File: config.mk
export PLATFORM = sky130hd
export DESIGN_NAME = acdr_top
export DESIGN_NICKNAME = d
export VERILOG_FILES = /design/src/acdr_pkg.sv /design/src/acdr_sync.sv /design/src/acdr_top.sv
export SDC_FILE = /design/constraint.sdc
export NUM_CORES = 1
export LEC_CHECK = 0
export BUFFER_PORTS_ARGS = -buffer_cell sky130_fd_sc_hd__buf_2
export CORE_MARGIN = 1
export CORE_UTILIZATION = 26
export CTS_CLUSTER_DIAMETER = 80
export DETAILED_ROUTE_END_ITERATION = 10
export HOLD_SLACK_MARGIN = 0.06
export PLACE_DENSITY_LB_ADDON = 0.25
export SETUP_SLACK_MARGIN = 0.15
export SLEW_MARGIN = 30
export SYNTH_ARGS = -nofsm -noshare
export SYNTH_HDL_FRONTEND = slang
export SYNTH_SLANG_ARGS = --single-unit
File: constraint.sdc
create_clock -name MCLK -period 3.4 [get_ports MCLK]
set_input_delay 0.17 -clock MCLK [delete_from_list [all_inputs] [get_ports MCLK]]
set_output_delay 0.17 -clock MCLK [all_outputs]
set_load 0.01 [all_outputs]
File: src/acdr_pkg.sv
package acdr_pkg;
  localparam logic [11:0] ACDR_CONFIG_ADDR = 12'h000;
  localparam logic [11:0] ACDR_STATUS_ADDR = 12'h004;
  localparam logic [11:0] ACDR_IRQ_EN_ADDR = 12'h008;
  localparam logic [11:0] ACDR_IRQ_CLR_ADDR = 12'h00c;
  localparam logic [11:0] ACDR_COUNT_ADDR = 12'h010;
  // configuration field positions
  localparam int ACDR_PRE_LSB = 0;
  localparam int ACDR_OSR_LSB = 2;
  localparam int ACDR_EXT_BIT = 5;
  localparam logic [1:0] ACDR_PRE_RESET = 2'h0;
  localparam logic [2:0] ACDR_OSR_RESET = 3'h3;
  localparam logic ACDR_EXT_RESET = 1'b0;
  localparam logic [1:0] ACDR_DIV4_LAST = 2'h3;
  localparam logic [1:0] ACDR_DIV4_HALF = 2'h2;
  localparam logic [11:0] ACDR_OSR_BASE = 12'h01f;
  localparam int ACDR_NUM_EVENTS = 2;
  localparam int ACDR_EV_DATA = 0;
  localparam int ACDR_EV_OVERRUN = 1;
  typedef struct packed {
    logic ext_sel;
    logic [2:0] osr;
    logic [1:0] pre;
  } acdr_cfg_t;
  typedef struct packed {
    logic psel;
    logic penable;
    logic pwrite;
    logic [11:0] paddr;
    logic [31:0] pwdata;
  } acdr_apb_req_t;
endpackage

File: src/acdr_sync.sv
`timescale 1ns/10ps
// two-flop synchroniser; first stage feeds only the second
module acdr_sync (
  input wire logic clk,
  input wire logic rst,
  input wire logic d,
  output logic q
);
  logic meta;
  logic next_meta;
  logic next_q;
  // plain pass-through of the stages
  always_comb begin
    next_meta = d;
    next_q = meta;
  end
  always_ff @(posedge clk or posedge rst) begin
    if (rst) begin
      meta <= 1'b0;
      q <= 1'b0;
    end else begin
      meta <= next_meta;
      q <= next_q;
    end
  end
endmodule

File: src/acdr_top.sv
// Local design decisions: the placing of the registers and register access over APB.
`timescale 1ns/10ps
// clock divider and data-ready generator, one clock domain
module acdr_top (
  input wire logic MCLK,
  input wire logic RST,
  input wire logic RESET_N,
  input wire logic OSC_TICK,
  input wire logic EXT_CLK_TICK,
  input wire logic PSEL,
  input wire logic PENABLE,
  input wire logic PWRITE,
  input wire logic [11:0] PADDR,
  input wire logic [31:0] PWDATA,
  output logic [31:0] PRDATA,
  output logic PREADY,
  output logic PSLVERR,
  output logic ANALOG_SIDE_CLOCK,
  output logic SAMPLE_RATE_CLOCK,
  output logic OUTPUT_RATE_STROBE,
  output logic CONVERSION_READY_N,
  output logic IRQ
);
  logic pin_rst_s;
  logic osc_s;
  logic ext_s;
  logic chip_rst;
  acdr_pkg::acdr_cfg_t cfg;
  acdr_pkg::acdr_cfg_t next_cfg;
  acdr_pkg::acdr_apb_req_t req;
  logic [2:0] pre_cnt;
  logic [2:0] next_pre_cnt;
  logic [1:0] div4;
  logic [1:0] next_div4;
  logic [11:0] osr_cnt;
  logic [11:0] next_osr_cnt;
  logic [11:0] osr_last;
  logic [2:0] pre_last;
  logic master_tick;
  logic master_prev;
  logic next_master_prev;
  logic analog_side_clock_tick;
  logic next_analog_side_clock;
  logic next_smclk;
  logic next_strobe;
  logic next_ready_n;
  logic low_active;
  logic next_low_active;
  logic [acdr_pkg::ACDR_NUM_EVENTS-1:0] status;
  logic [acdr_pkg::ACDR_NUM_EVENTS-1:0] next_status;
  logic [acdr_pkg::ACDR_NUM_EVENTS-1:0] irq_en;
  logic [acdr_pkg::ACDR_NUM_EVENTS-1:0] next_irq_en;
  logic [acdr_pkg::ACDR_NUM_EVENTS-1:0] events;
  logic [acdr_pkg::ACDR_NUM_EVENTS-1:0] clr_mask;
  logic [15:0] strobe_count;
  logic [15:0] next_strobe_count;
  logic [31:0] next_prdata;
  logic next_pready;
  logic next_pslverr;
  logic next_irq;
  logic access;

  // pins from outside the domain pass two flops first
  // the asserted level is synced so the flops' reset value means "not in reset"
  // and the chip answers at once after power-on release
  acdr_sync u_sync_rst (.clk(MCLK), .rst(RST), .d(~RESET_N), .q(pin_rst_s));
  acdr_sync u_sync_osc (.clk(MCLK), .rst(RST), .d(OSC_TICK), .q(osc_s));
  acdr_sync u_sync_ext (.clk(MCLK), .rst(RST), .d(EXT_CLK_TICK), .q(ext_s));

  assign chip_rst = pin_rst_s;
  assign req = '{psel: PSEL, penable: PENABLE, pwrite: PWRITE, paddr: PADDR, pwdata: PWDATA};

  // master source select; rising edge of chosen source is one master tick
  always_comb begin
    next_master_prev = cfg.ext_sel ? ext_s : osc_s;
    master_tick = next_master_prev & ~master_prev;
  end

  always_comb begin
    case (cfg.pre)
      2'h0: pre_last = 3'h0;
      2'h1: pre_last = 3'h1;
      2'h2: pre_last = 3'h3;
      default: pre_last = 3'h7;
    endcase
  end

  // ratio doubles from 32 per code step
  assign osr_last = ((acdr_pkg::ACDR_OSR_BASE + 12'h001) << cfg.osr) - 12'h001;

  // divider chain; reset holds every counter at zero
  always_comb begin
    next_pre_cnt = pre_cnt;
    next_div4 = div4;
    next_osr_cnt = osr_cnt;
    next_strobe = 1'b0;
    next_low_active = low_active;
    analog_side_clock_tick = 1'b0;
    events = '0;
    if (chip_rst) begin
      next_pre_cnt = '0;
      next_div4 = '0;
      next_osr_cnt = '0;
      next_low_active = 1'b0;
    end else if (master_tick) begin
      if (pre_cnt >= pre_last) begin
        next_pre_cnt = '0;
        analog_side_clock_tick = 1'b1;
      end else begin
        next_pre_cnt = pre_cnt + 3'h1;
      end
      if (analog_side_clock_tick) begin
        next_div4 = div4 + 2'h1;
        // release on the tick that enters the low half, two ticks after the strobe
        if (next_div4 == acdr_pkg::ACDR_DIV4_HALF) begin
          next_low_active = 1'b0;
        end
        if (div4 == acdr_pkg::ACDR_DIV4_LAST) begin
          if (osr_cnt >= osr_last) begin
            next_osr_cnt = '0;
            next_strobe = 1'b1;
            events[acdr_pkg::ACDR_EV_DATA] = 1'b1;
            events[acdr_pkg::ACDR_EV_OVERRUN] = status[acdr_pkg::ACDR_EV_DATA];
            next_low_active = 1'b1;
          end else begin
            next_osr_cnt = osr_cnt + 12'h001;
          end
        end
      end
    end
  end

  // low for half a sample period, two analog ticks
  always_comb begin
    next_ready_n = ~next_low_active;
    next_analog_side_clock = chip_rst ? 1'b0 : (analog_side_clock_tick ? ~ANALOG_SIDE_CLOCK : ANALOG_SIDE_CLOCK);
    next_smclk = chip_rst ? 1'b0 : ~next_div4[1];
  end

  // apb slave; answers in the access cycle with no wait
  always_comb begin
    access = req.psel & req.penable;
    next_cfg = cfg;
    next_irq_en = irq_en;
    clr_mask = '0;
    next_prdata = '0;
    next_pready = 1'b0;
    next_pslverr = 1'b0;
    next_strobe_count = strobe_count;
    if (next_strobe) begin
      next_strobe_count = strobe_count + 16'h0001;
    end
    if (req.psel & ~req.penable) begin
      next_pready = 1'b1;
      if (chip_rst) begin
        next_pslverr = 1'b1;
      end else if (req.paddr == acdr_pkg::ACDR_CONFIG_ADDR) begin
        next_prdata = {26'h0, cfg};
      end else if (req.paddr == acdr_pkg::ACDR_STATUS_ADDR) begin
        next_prdata = {30'h0, status};
      end else if (req.paddr == acdr_pkg::ACDR_IRQ_EN_ADDR) begin
        next_prdata = {30'h0, irq_en};
      end else if (req.paddr == acdr_pkg::ACDR_IRQ_CLR_ADDR) begin
        next_prdata = '0;
      end else if (req.paddr == acdr_pkg::ACDR_COUNT_ADDR) begin
        next_prdata = {16'h0, strobe_count};
      end else begin
        next_pslverr = 1'b1;
      end
    end
    if (access & PREADY & ~PSLVERR & req.pwrite & ~chip_rst) begin
      if (req.paddr == acdr_pkg::ACDR_CONFIG_ADDR) begin
        next_cfg.pre = req.pwdata[acdr_pkg::ACDR_PRE_LSB +: 2];
        next_cfg.osr = req.pwdata[acdr_pkg::ACDR_OSR_LSB +: 3];
        next_cfg.ext_sel = req.pwdata[acdr_pkg::ACDR_EXT_BIT];
      end else if (req.paddr == acdr_pkg::ACDR_IRQ_EN_ADDR) begin
        next_irq_en = req.pwdata[acdr_pkg::ACDR_NUM_EVENTS-1:0];
      end else if (req.paddr == acdr_pkg::ACDR_IRQ_CLR_ADDR) begin
        clr_mask = req.pwdata[acdr_pkg::ACDR_NUM_EVENTS-1:0];
      end
    end
    if (chip_rst) begin
      next_cfg = '{ext_sel: acdr_pkg::ACDR_EXT_RESET, osr: acdr_pkg::ACDR_OSR_RESET, pre: acdr_pkg::ACDR_PRE_RESET};
      next_irq_en = '0;
      next_strobe_count = '0;
    end
  end

  // sticky status: set beats clear in the same cycle
  genvar gi;
  generate
    for (gi = 0; gi < acdr_pkg::ACDR_NUM_EVENTS; gi++) begin : g_stat
      always_comb begin
        if (chip_rst) begin
          next_status[gi] = 1'b0;
        end else if (events[gi]) begin
          next_status[gi] = 1'b1;
        end else if (clr_mask[gi]) begin
          next_status[gi] = 1'b0;
        end else begin
          next_status[gi] = status[gi];
        end
      end
    end
  endgenerate

  assign next_irq = |(next_status & next_irq_en);

  // no extra startup delay after release
  always_ff @(posedge MCLK or posedge RST) begin
    if (RST) begin
      cfg <= '{ext_sel: acdr_pkg::ACDR_EXT_RESET, osr: acdr_pkg::ACDR_OSR_RESET, pre: acdr_pkg::ACDR_PRE_RESET};
      irq_en <= '0;
      status <= '0;
      strobe_count <= '0;
      pre_cnt <= '0;
      div4 <= '0;
      osr_cnt <= '0;
      master_prev <= 1'b0;
      low_active <= 1'b0;
      PRDATA <= '0;
      PREADY <= 1'b0;
      PSLVERR <= 1'b0;
      ANALOG_SIDE_CLOCK <= 1'b0;
      SAMPLE_RATE_CLOCK <= 1'b0;
      OUTPUT_RATE_STROBE <= 1'b0;
      CONVERSION_READY_N <= 1'b1;
      IRQ <= 1'b0;
    end else begin
      cfg <= next_cfg;
      irq_en <= next_irq_en;
      status <= next_status;
      strobe_count <= next_strobe_count;
      pre_cnt <= next_pre_cnt;
      div4 <= next_div4;
      osr_cnt <= next_osr_cnt;
      master_prev <= next_master_prev;
      low_active <= next_low_active;
      PRDATA <= next_prdata;
      PREADY <= next_pready;
      PSLVERR <= next_pslverr;
      ANALOG_SIDE_CLOCK <= next_analog_side_clock;
      SAMPLE_RATE_CLOCK <= next_smclk;
      OUTPUT_RATE_STROBE <= next_strobe;
      CONVERSION_READY_N <= next_ready_n;
      IRQ <= next_irq;
    end
  end
endmodule

==> impl_metrics.py, run 1 <==
metrics = {
    "outcome": {
        "outcome": "finished clean",
    },
    "synth": {
        "synth_xor_area_share_pct": 1.86,
        "synth-simple-area-share_pct": 22.8,
        "yosysSeqAreaShare_pct": 49.3,
        "yosysWarnings": 0,
        "synthFlopType": "dfrtp_1",
        "synth_top_family_by_area": "simple AND/OR/NAND/NOR gates",
        "async_reset_ff_share_pct": 100,
        "syn_area_per_cell_sq_um": 9.88,
        "synth_compound_area_share_pct": 12.2,
        "synthAdderAreaFrac_pct": 4.98,
        "synth_cells": 381,
        "synth_cell_types": 58,
        "synthMuxAreaShare_pct": 2.49,
        "syn-cell-area_sq_um": 3770,
        "synth-seq-cells": 74,
        "synth-edff-count": 0,
    },
    "setup_path": {
        "critPathCaptureType": "flop",
        "worstPathRequired_ns": 3.65,
        "worst-path-max-fanout": 8,
        "crit_arrival_ns": 2.96,
        "setup.worst_path.class": "flop to flop",
        "start_kind": "flop",
    },
    "routing": {
        "wire_per_inst_um": 13.1,
        "drc": 0,
        "met2_length_um": 3950,
        "wl_um": 8180,
        "drt_iter0_drc": 141,
        "drtAntennaViolNets": 0,
        "vias": 2932,
        "met1Wirelength_um": 3790,
        "wl_met3_um": 321,
        "dr.max_layer_used": "met4",
        "dr.pass1.iters": 4,
        "viasPerCell": 4.69,
    },
    "flow_run": {
        "cap_violations": 0,
    },
    "die": {
        "die_w_um": 122,
        "dieHeight_um": 122,
        "die_area_sq_um": 15000,
        "rows": 43,
        "start_util_pct": 26.9,
        "ios": 91,
        "core-area_sq_um": 14000,
    },
    "cts": {
        "cts_setup_buffers": 0,
        "path_clk_slew_ns": 0.06,
        "ctsLongestPathBuffers": 2,
        "htreeDepth": 3,
        "cts_tree": "built",
        "cts-root-buf": "clkbuf_16",
        "cts_buffers": 9,
        "clock_sinks": 74,
        "insertion_delay_ns": 0.34,
        "post_cts_resized": 0,
    },
    "cells_and_area": {
        "area_delta_synth_final_pct": 21.0,
        "finalNonFillerCells": 625,
        "diodes": 0,
        "nets": 507,
        "drive_gt1_share_pct": 20.9,
        "finalInstanceArea_sq_um": 4560,
    },
    "placed_design": {
        "dp_cells": 604,
        "gp_congestion": 0.778,
        "post-place-ws_ns": 0.701,
        "place_area_sq_um": 4190,
        "port_buffers": 48,
        "dp_hpwl_um": 5700,
    },
    "grt": {
        "grt_max_degree": 41,
        "grt_pass1_vias": 2723,
        "antenna_found_initial": 0,
        "grt_usage_pct": 11.8,
        "grt_pass1_wl_um": 13600,
        "overflow": 0,
    },
    "timing": {
        "fin_crit_ns": 2.71,
        "setup_viol": 0,
        "fmax_mhz": 369,
        "maxSlewViolCount": 0,
        "skew_ns": 0.00781,
        "setup_ws_ns": 0.689,
        "rsz0062_at_grt": "no",
        "hold_ws_ns": 0.0995,
        "setup_tns_ns": 0,
        "final_hold_viol_count": 0,
        "relSlewSlack_pct": 49.4,
        "period_share_pct": 79.7,
        "worstMarginPinSlew_ns": 0.758,
    },
    "power": {
        "leakage_nw": 2.14,
        "power_density_nw_per_um2": 440,
        "ir_worst_vdd_v": 0.000222,
    },
    "min_path": {
        "hold_class": "primary input to flop",
    },
}
## synth_stat cells (2+ instances only)
library cell	number	area (sq um)
o211ai_1	3	22.5
o21ai_0	19	95.1
nor2b_1	4	25.0
a21o_1	3	22.5
a21oi_1	27	135
and3_1	7	43.8
buf_2	2	10.0
nor4_1	5	31.3
a22oi_1	6	45.0
a31oi_1	4	25.0
clkbuf_1	10	37.5
buf_4	16	120
mux2i_1	6	60.1
nand4_1	4	25.0
o2111ai_1	2	17.5
ha_1	15	188
nand3_1	18	90.1
nor2_1	36	135
mux2_2	3	33.8
nand2b_1	3	18.8
and2_1	11	68.8
dfstp_2	3	78.8
dfrtp_1	71	1780
a211o_1	2	17.5
or3_1	9	56.3
nand3b_1	5	37.5
nand2_1	27	101
nor3_1	8	40.0
or2_2	2	12.5
and3_2	2	15.0
inv_1	14	52.6
xor2_1	7	61.3
o21a_1	2	15.0
## registers in the layout, indices dropped and copies added (netlist names), 2 cells and up
signal        flops
PRDATA           16
cfg               6
div4              2
pre_cnt           3
status            2
strobe_count     16
osr_cnt          12
irq_en            2
## critical path, cell delays in order, from the launching register on
cell	delay (ns)
dfrtp_1	0.42
or2_2	0.29
ha_1	0.27
nor2b_1	0.05
o21ai_1	0.28
and3_1	0.29
o211ai_1	0.30
or4_1	0.56
a21oi_1	0.16
## cells by family after synthesis
| logic type | Yosys count |
|---|---|
| adders and majority gates | 15 |
| other | 1 |
| buffers and inverters | 43 |
| and+or+nand+nor | 155 |
| DFF | 74 |
| xor gates and xnor gates | 8 |
| muxes | 9 |
| AOI/OAI and AO/OA | 76 |
## timing repair
item / in CTS / in global routing
hold buffers: 5 / 0
endpoints found under the hold margin: 38 / 0
endpoints found under the setup margin: 0 / 0
## cell usage in the layout (no fill, tap or decap), types with 9 or more instances in the layout
cell,count
buf_2,48
nand3_1,18
or3_1,9
dfrtp_1,71
clkbuf_16,9
conb_1,16
a21oi_1,27
inv_1,13
and2_1,11
o21ai_0,19
nor2_1,36
nand2_1,27
ha_1,15
## where the power goes
group / internal (mW) / switching [mW] / leakage, nW
registers: 0.890 / 0.00766 / 1.00
logic: 0.0285 / 0.0546 / 0.982
clock network: 0.661 / 0.363 / 0.159
## path summary, 6_finish.rpt
path	from	end	slack (ns)	cells past startpoint
max reg2reg	cfg[0]	strobe_count[15]	0.69	8
max in group asynchronous	RST	CONVERSION_READY_N	2.14	4
min in group asynchronous	RST	PRDATA[5]	0.51	3
max	cfg[0]	strobe_count[15]	0.69	8
min	PWDATA[4]	cfg[4]	0.1	3
min reg2reg	u_sync_osc.meta	u_sync_osc.q	0.35	0
## routing by layer
layer	track usage, %	vias to the layer above
met5	0	-
li1	-	1438
met3	3.49	8
met4	5.03	0
met1	15.2	1424
met2	18.2	62
## metrics by stage
step,utilization (%),power [mW]
2_1_floorplan,-,0.971
3_3_place_gp,29.9,0.993
3_5_place_dp,29.9,0.995
4_1_cts,32.6,2.04
5_1_grt,32.6,2.08
6_report,32.6,2.00
## final cells by class
| class | count | area, sq um |
|---|---|---|
| Sequential cell | 74 | 1860 |
| Clock inverter | 5 | 78.8 |
| Tap cell | 180 | 225 |
| Multi-Input combinational cell | 279 | 1730 |
| Fill cell | 1469 | 9430 |
| Inverter | 14 | 52.6 |
| Timing Repair Buffer | 62 | 370 |
| Clock buffer | 11 | 243 |
(Power assumes the default switching activity.)
==> run 2, diff against run 1 <==
Clock period 3.4 ns to 2.53 ns, I/O delays scaled along.
==> run 2 against run 1 <==
- clock skew decreased by 0.0037 ns
- first-iteration DRC count decreased by 19%
- hold slack got worse by 0.025 ns
- power increased by 32%
- cell area increased by 4.4%
- via count increased by 2.1%
- critical endpoint unchanged
==> impl_metrics.py, run 2 (same netlist as run 1, synthesis figures left out) <==
metrics = {
    "flow_run": {
        "cap_violations": 0,
    },
    "setup_path": {
        "crit_arrival_ns": 2.63,
        "start_kind": "flop",
        "path_buf_inv": 0,
        "worst-path-max-fanout": 8,
        "critPathCaptureType": "flop",
        "crit_chain": "a21oi_1, ha_1, nand4_1, a21oi_2, o211ai_1, or4_1, a21oi_2",
        "crit_top_cell": "a21oi_2",
        "worstPathRequired_ns": 2.79,
        "cp_top_family": "simple AND/OR/NAND/NOR gates",
        "critPathMaxStageDelay_ns": 0.60,
        "setup.worst_path.class": "flop to flop",
        "cpMaxStageDelayCell": "dfstp_2",
    },
    "timing": {
        "setup_viol": 0,
        "period_share_pct": 93.9,
        "fmax_mhz": 421,
        "setup_tns_ns": 0,
        "worstMarginPinSlew_ns": 0.698,
        "rsz0062_at_grt": "yes",
        "setup_ws_ns": 0.155,
        "final_hold_viol_count": 0,
        "skew_ns": 0.00414,
        "maxSlewViolCount": 0,
        "relSlewSlack_pct": 53.4,
        "fin_crit_ns": 2.38,
    },
    "die": {
        "core-area_sq_um": 14000,
        "rows": 43,
        "ios": 91,
        "die_w_um": 122,
        "start_util_pct": 26.9,
        "die_area_sq_um": 15000,
        "dieHeight_um": 122,
    },
    "cts": {
        "clock_sinks": 74,
        "cts-root-buf": "clkbuf_16",
        "cts_buffers": 9,
        "path_clk_slew_ns": 0.06,
        "ctsLongestPathBuffers": 2,
        "cts_tree": "built",
        "htreeDepth": 3,
        "insertion_delay_ns": 0.33,
    },
    "power": {
        "pwr-share-comb_pct": 4.6,
        "p_int_mw": 2.08,
        "leakage_nw": 2.21,
        "power_density_nw_per_um2": 557,
        "ir_worst_vdd_v": 0.000354,
        "swShare_pct": 21.6,
        "p_sw_mw": 0.574,
        "fin_total_pwr_mw": 2.65,
        "pwr-share-seq_pct": 45.3,
        "pwr-share-clk_pct": 50.2,
    },
    "routing": {
        "drtAntennaViolNets": 0,
        "wl_um": 8660,
        "drt_iter0_drc": 114,
        "viasPerCell": 4.68,
        "wire_per_inst_um": 13.5,
        "vias": 2994,
        "dr.pass1.iters": 4,
        "drc": 0,
    },
    "grt": {
        "grt_pass1_wl_um": 14200,
        "overflow": 0,
        "grt_max_degree": 50,
        "antenna_found_initial": 0,
        "grt_usage_pct": 12.2,
        "grt_pass1_vias": 2908,
    },
    "min_path": {
        "hold_class": "primary input to flop",
    },
    "cells_and_area": {
        "final-seq-area_sq_um": 1860,
        "mostFrequentLayoutCell": "dfrtp_1",
        "fin_util_pct": 34.0,
        "fill_cells": 1468,
        "nets": 522,
        "drive_gt1_share_pct": 25.7,
        "area_delta_synth_final_pct": 26.4,
        "multi_input_area_sq_um": 1810,
        "top_regs": "PRDATA x16, strobe_count x16, osr_cnt x12",
        "diodes": 0,
        "final_cell_mix": "dfrtp_1, buf_2, nor2_1, nand2_1, a21oi_1",
    },
    "placed_design": {
        "gp_congestion": 0.744,
        "port_buffers": 48,
        "post-place-ws_ns": 0.0346,
        "dp_hpwl_um": 5930,
    },
    "outcome": {
        "outcome": "finished clean",
    },
}
## run 2: changes by cell type in the layout (fill, tap and decap cells not counted), moves of 3 or more
| cell | delta |
|---|---|
| a21oi_1 | -5 |
| a21oi_2 | +5 |
| buf_4 | +10 |
| buf_6 | +3 |
| o21ai_0 | -3 |
| o21ai_1 | +3 |
## run 2: cell type report
| class | count | area share, % |
|---|---|---|
| tap | 180 | 4.73 |
| clock buffer | 12 | 5.60 |
| inverter | 14 | 1.10 |
| multi-input combinational | 279 | 38.1 |
| timing repair buffer | 77 | 10.5 |
| sequential | 74 | 39.0 |
| clock inverter | 4 | 1.03 |
## run 2: metrics by stage
stage,area (sq um),hold slack [ns],cells
after floorplan,3840,0.158,396
after global placement,4240,0.236,610
after detailed placement,4240,0.236,610
after CTS,4690,0.0672,639
after global routing,4760,0.0840,640
final,4760,0.0750,640
## run 2: worst register-to-register path, stage by stage (launching register included)
cell and delay, ns:
dfstp_2 0.60, a21oi_1 0.09, ha_1 0.33, nand4_1 0.10, a21oi_2 0.19, o211ai_1 0.26
or4_1 0.60, a21oi_2 0.13
## run 2: path summary, 6_finish.rpt
check	from	end	slack, ns	depth (start not counted)
max in group asynchronous	RST	cfg[3]	1.32	4
worst min register to register	u_sync_osc.meta	u_sync_osc.q	0.35	0
worst max-delay path	cfg[3]	strobe_count[15]	0.15	7
worst min-delay path	PWDATA[0]	cfg[0]	0.07	3
worst max register to register	cfg[3]	strobe_count[15]	0.15	7
min in group asynchronous	RST	SAMPLE_RATE_CLOCK	0.46	3
## run 2: power groups by stage
stage	logic, mW	registers (mW)	clock network, mW
final	0.121	1.20	1.33
after global routing	0.136	1.20	1.42
after CTS	0.124	1.20	1.37
after detailed placement	0.115	1.22	0
after global placement	0.113	1.22	0
after floorplan	0.0812	1.22	0
## run 2: what timing repair did
item,4_1_cts,5_1_grt
resized for setup,5,13
hold buffers,7,0
pin swaps,4,16
endpoints found under the hold margin,35,0
setup buffers,6,1
endpoints found under the setup margin,17,21
gates cloned,0,0
## run 2: layer usage
| layer | GRT usage, % | share of wire, % |
|---|---|---|
| met1 | 14.8 | 45 |
| met2 | 20.7 | 50 |
| met3 | 3.16 | 3.8 |
| met4 | 4.12 | 1.3 |
| met5 | 0 | 0 |
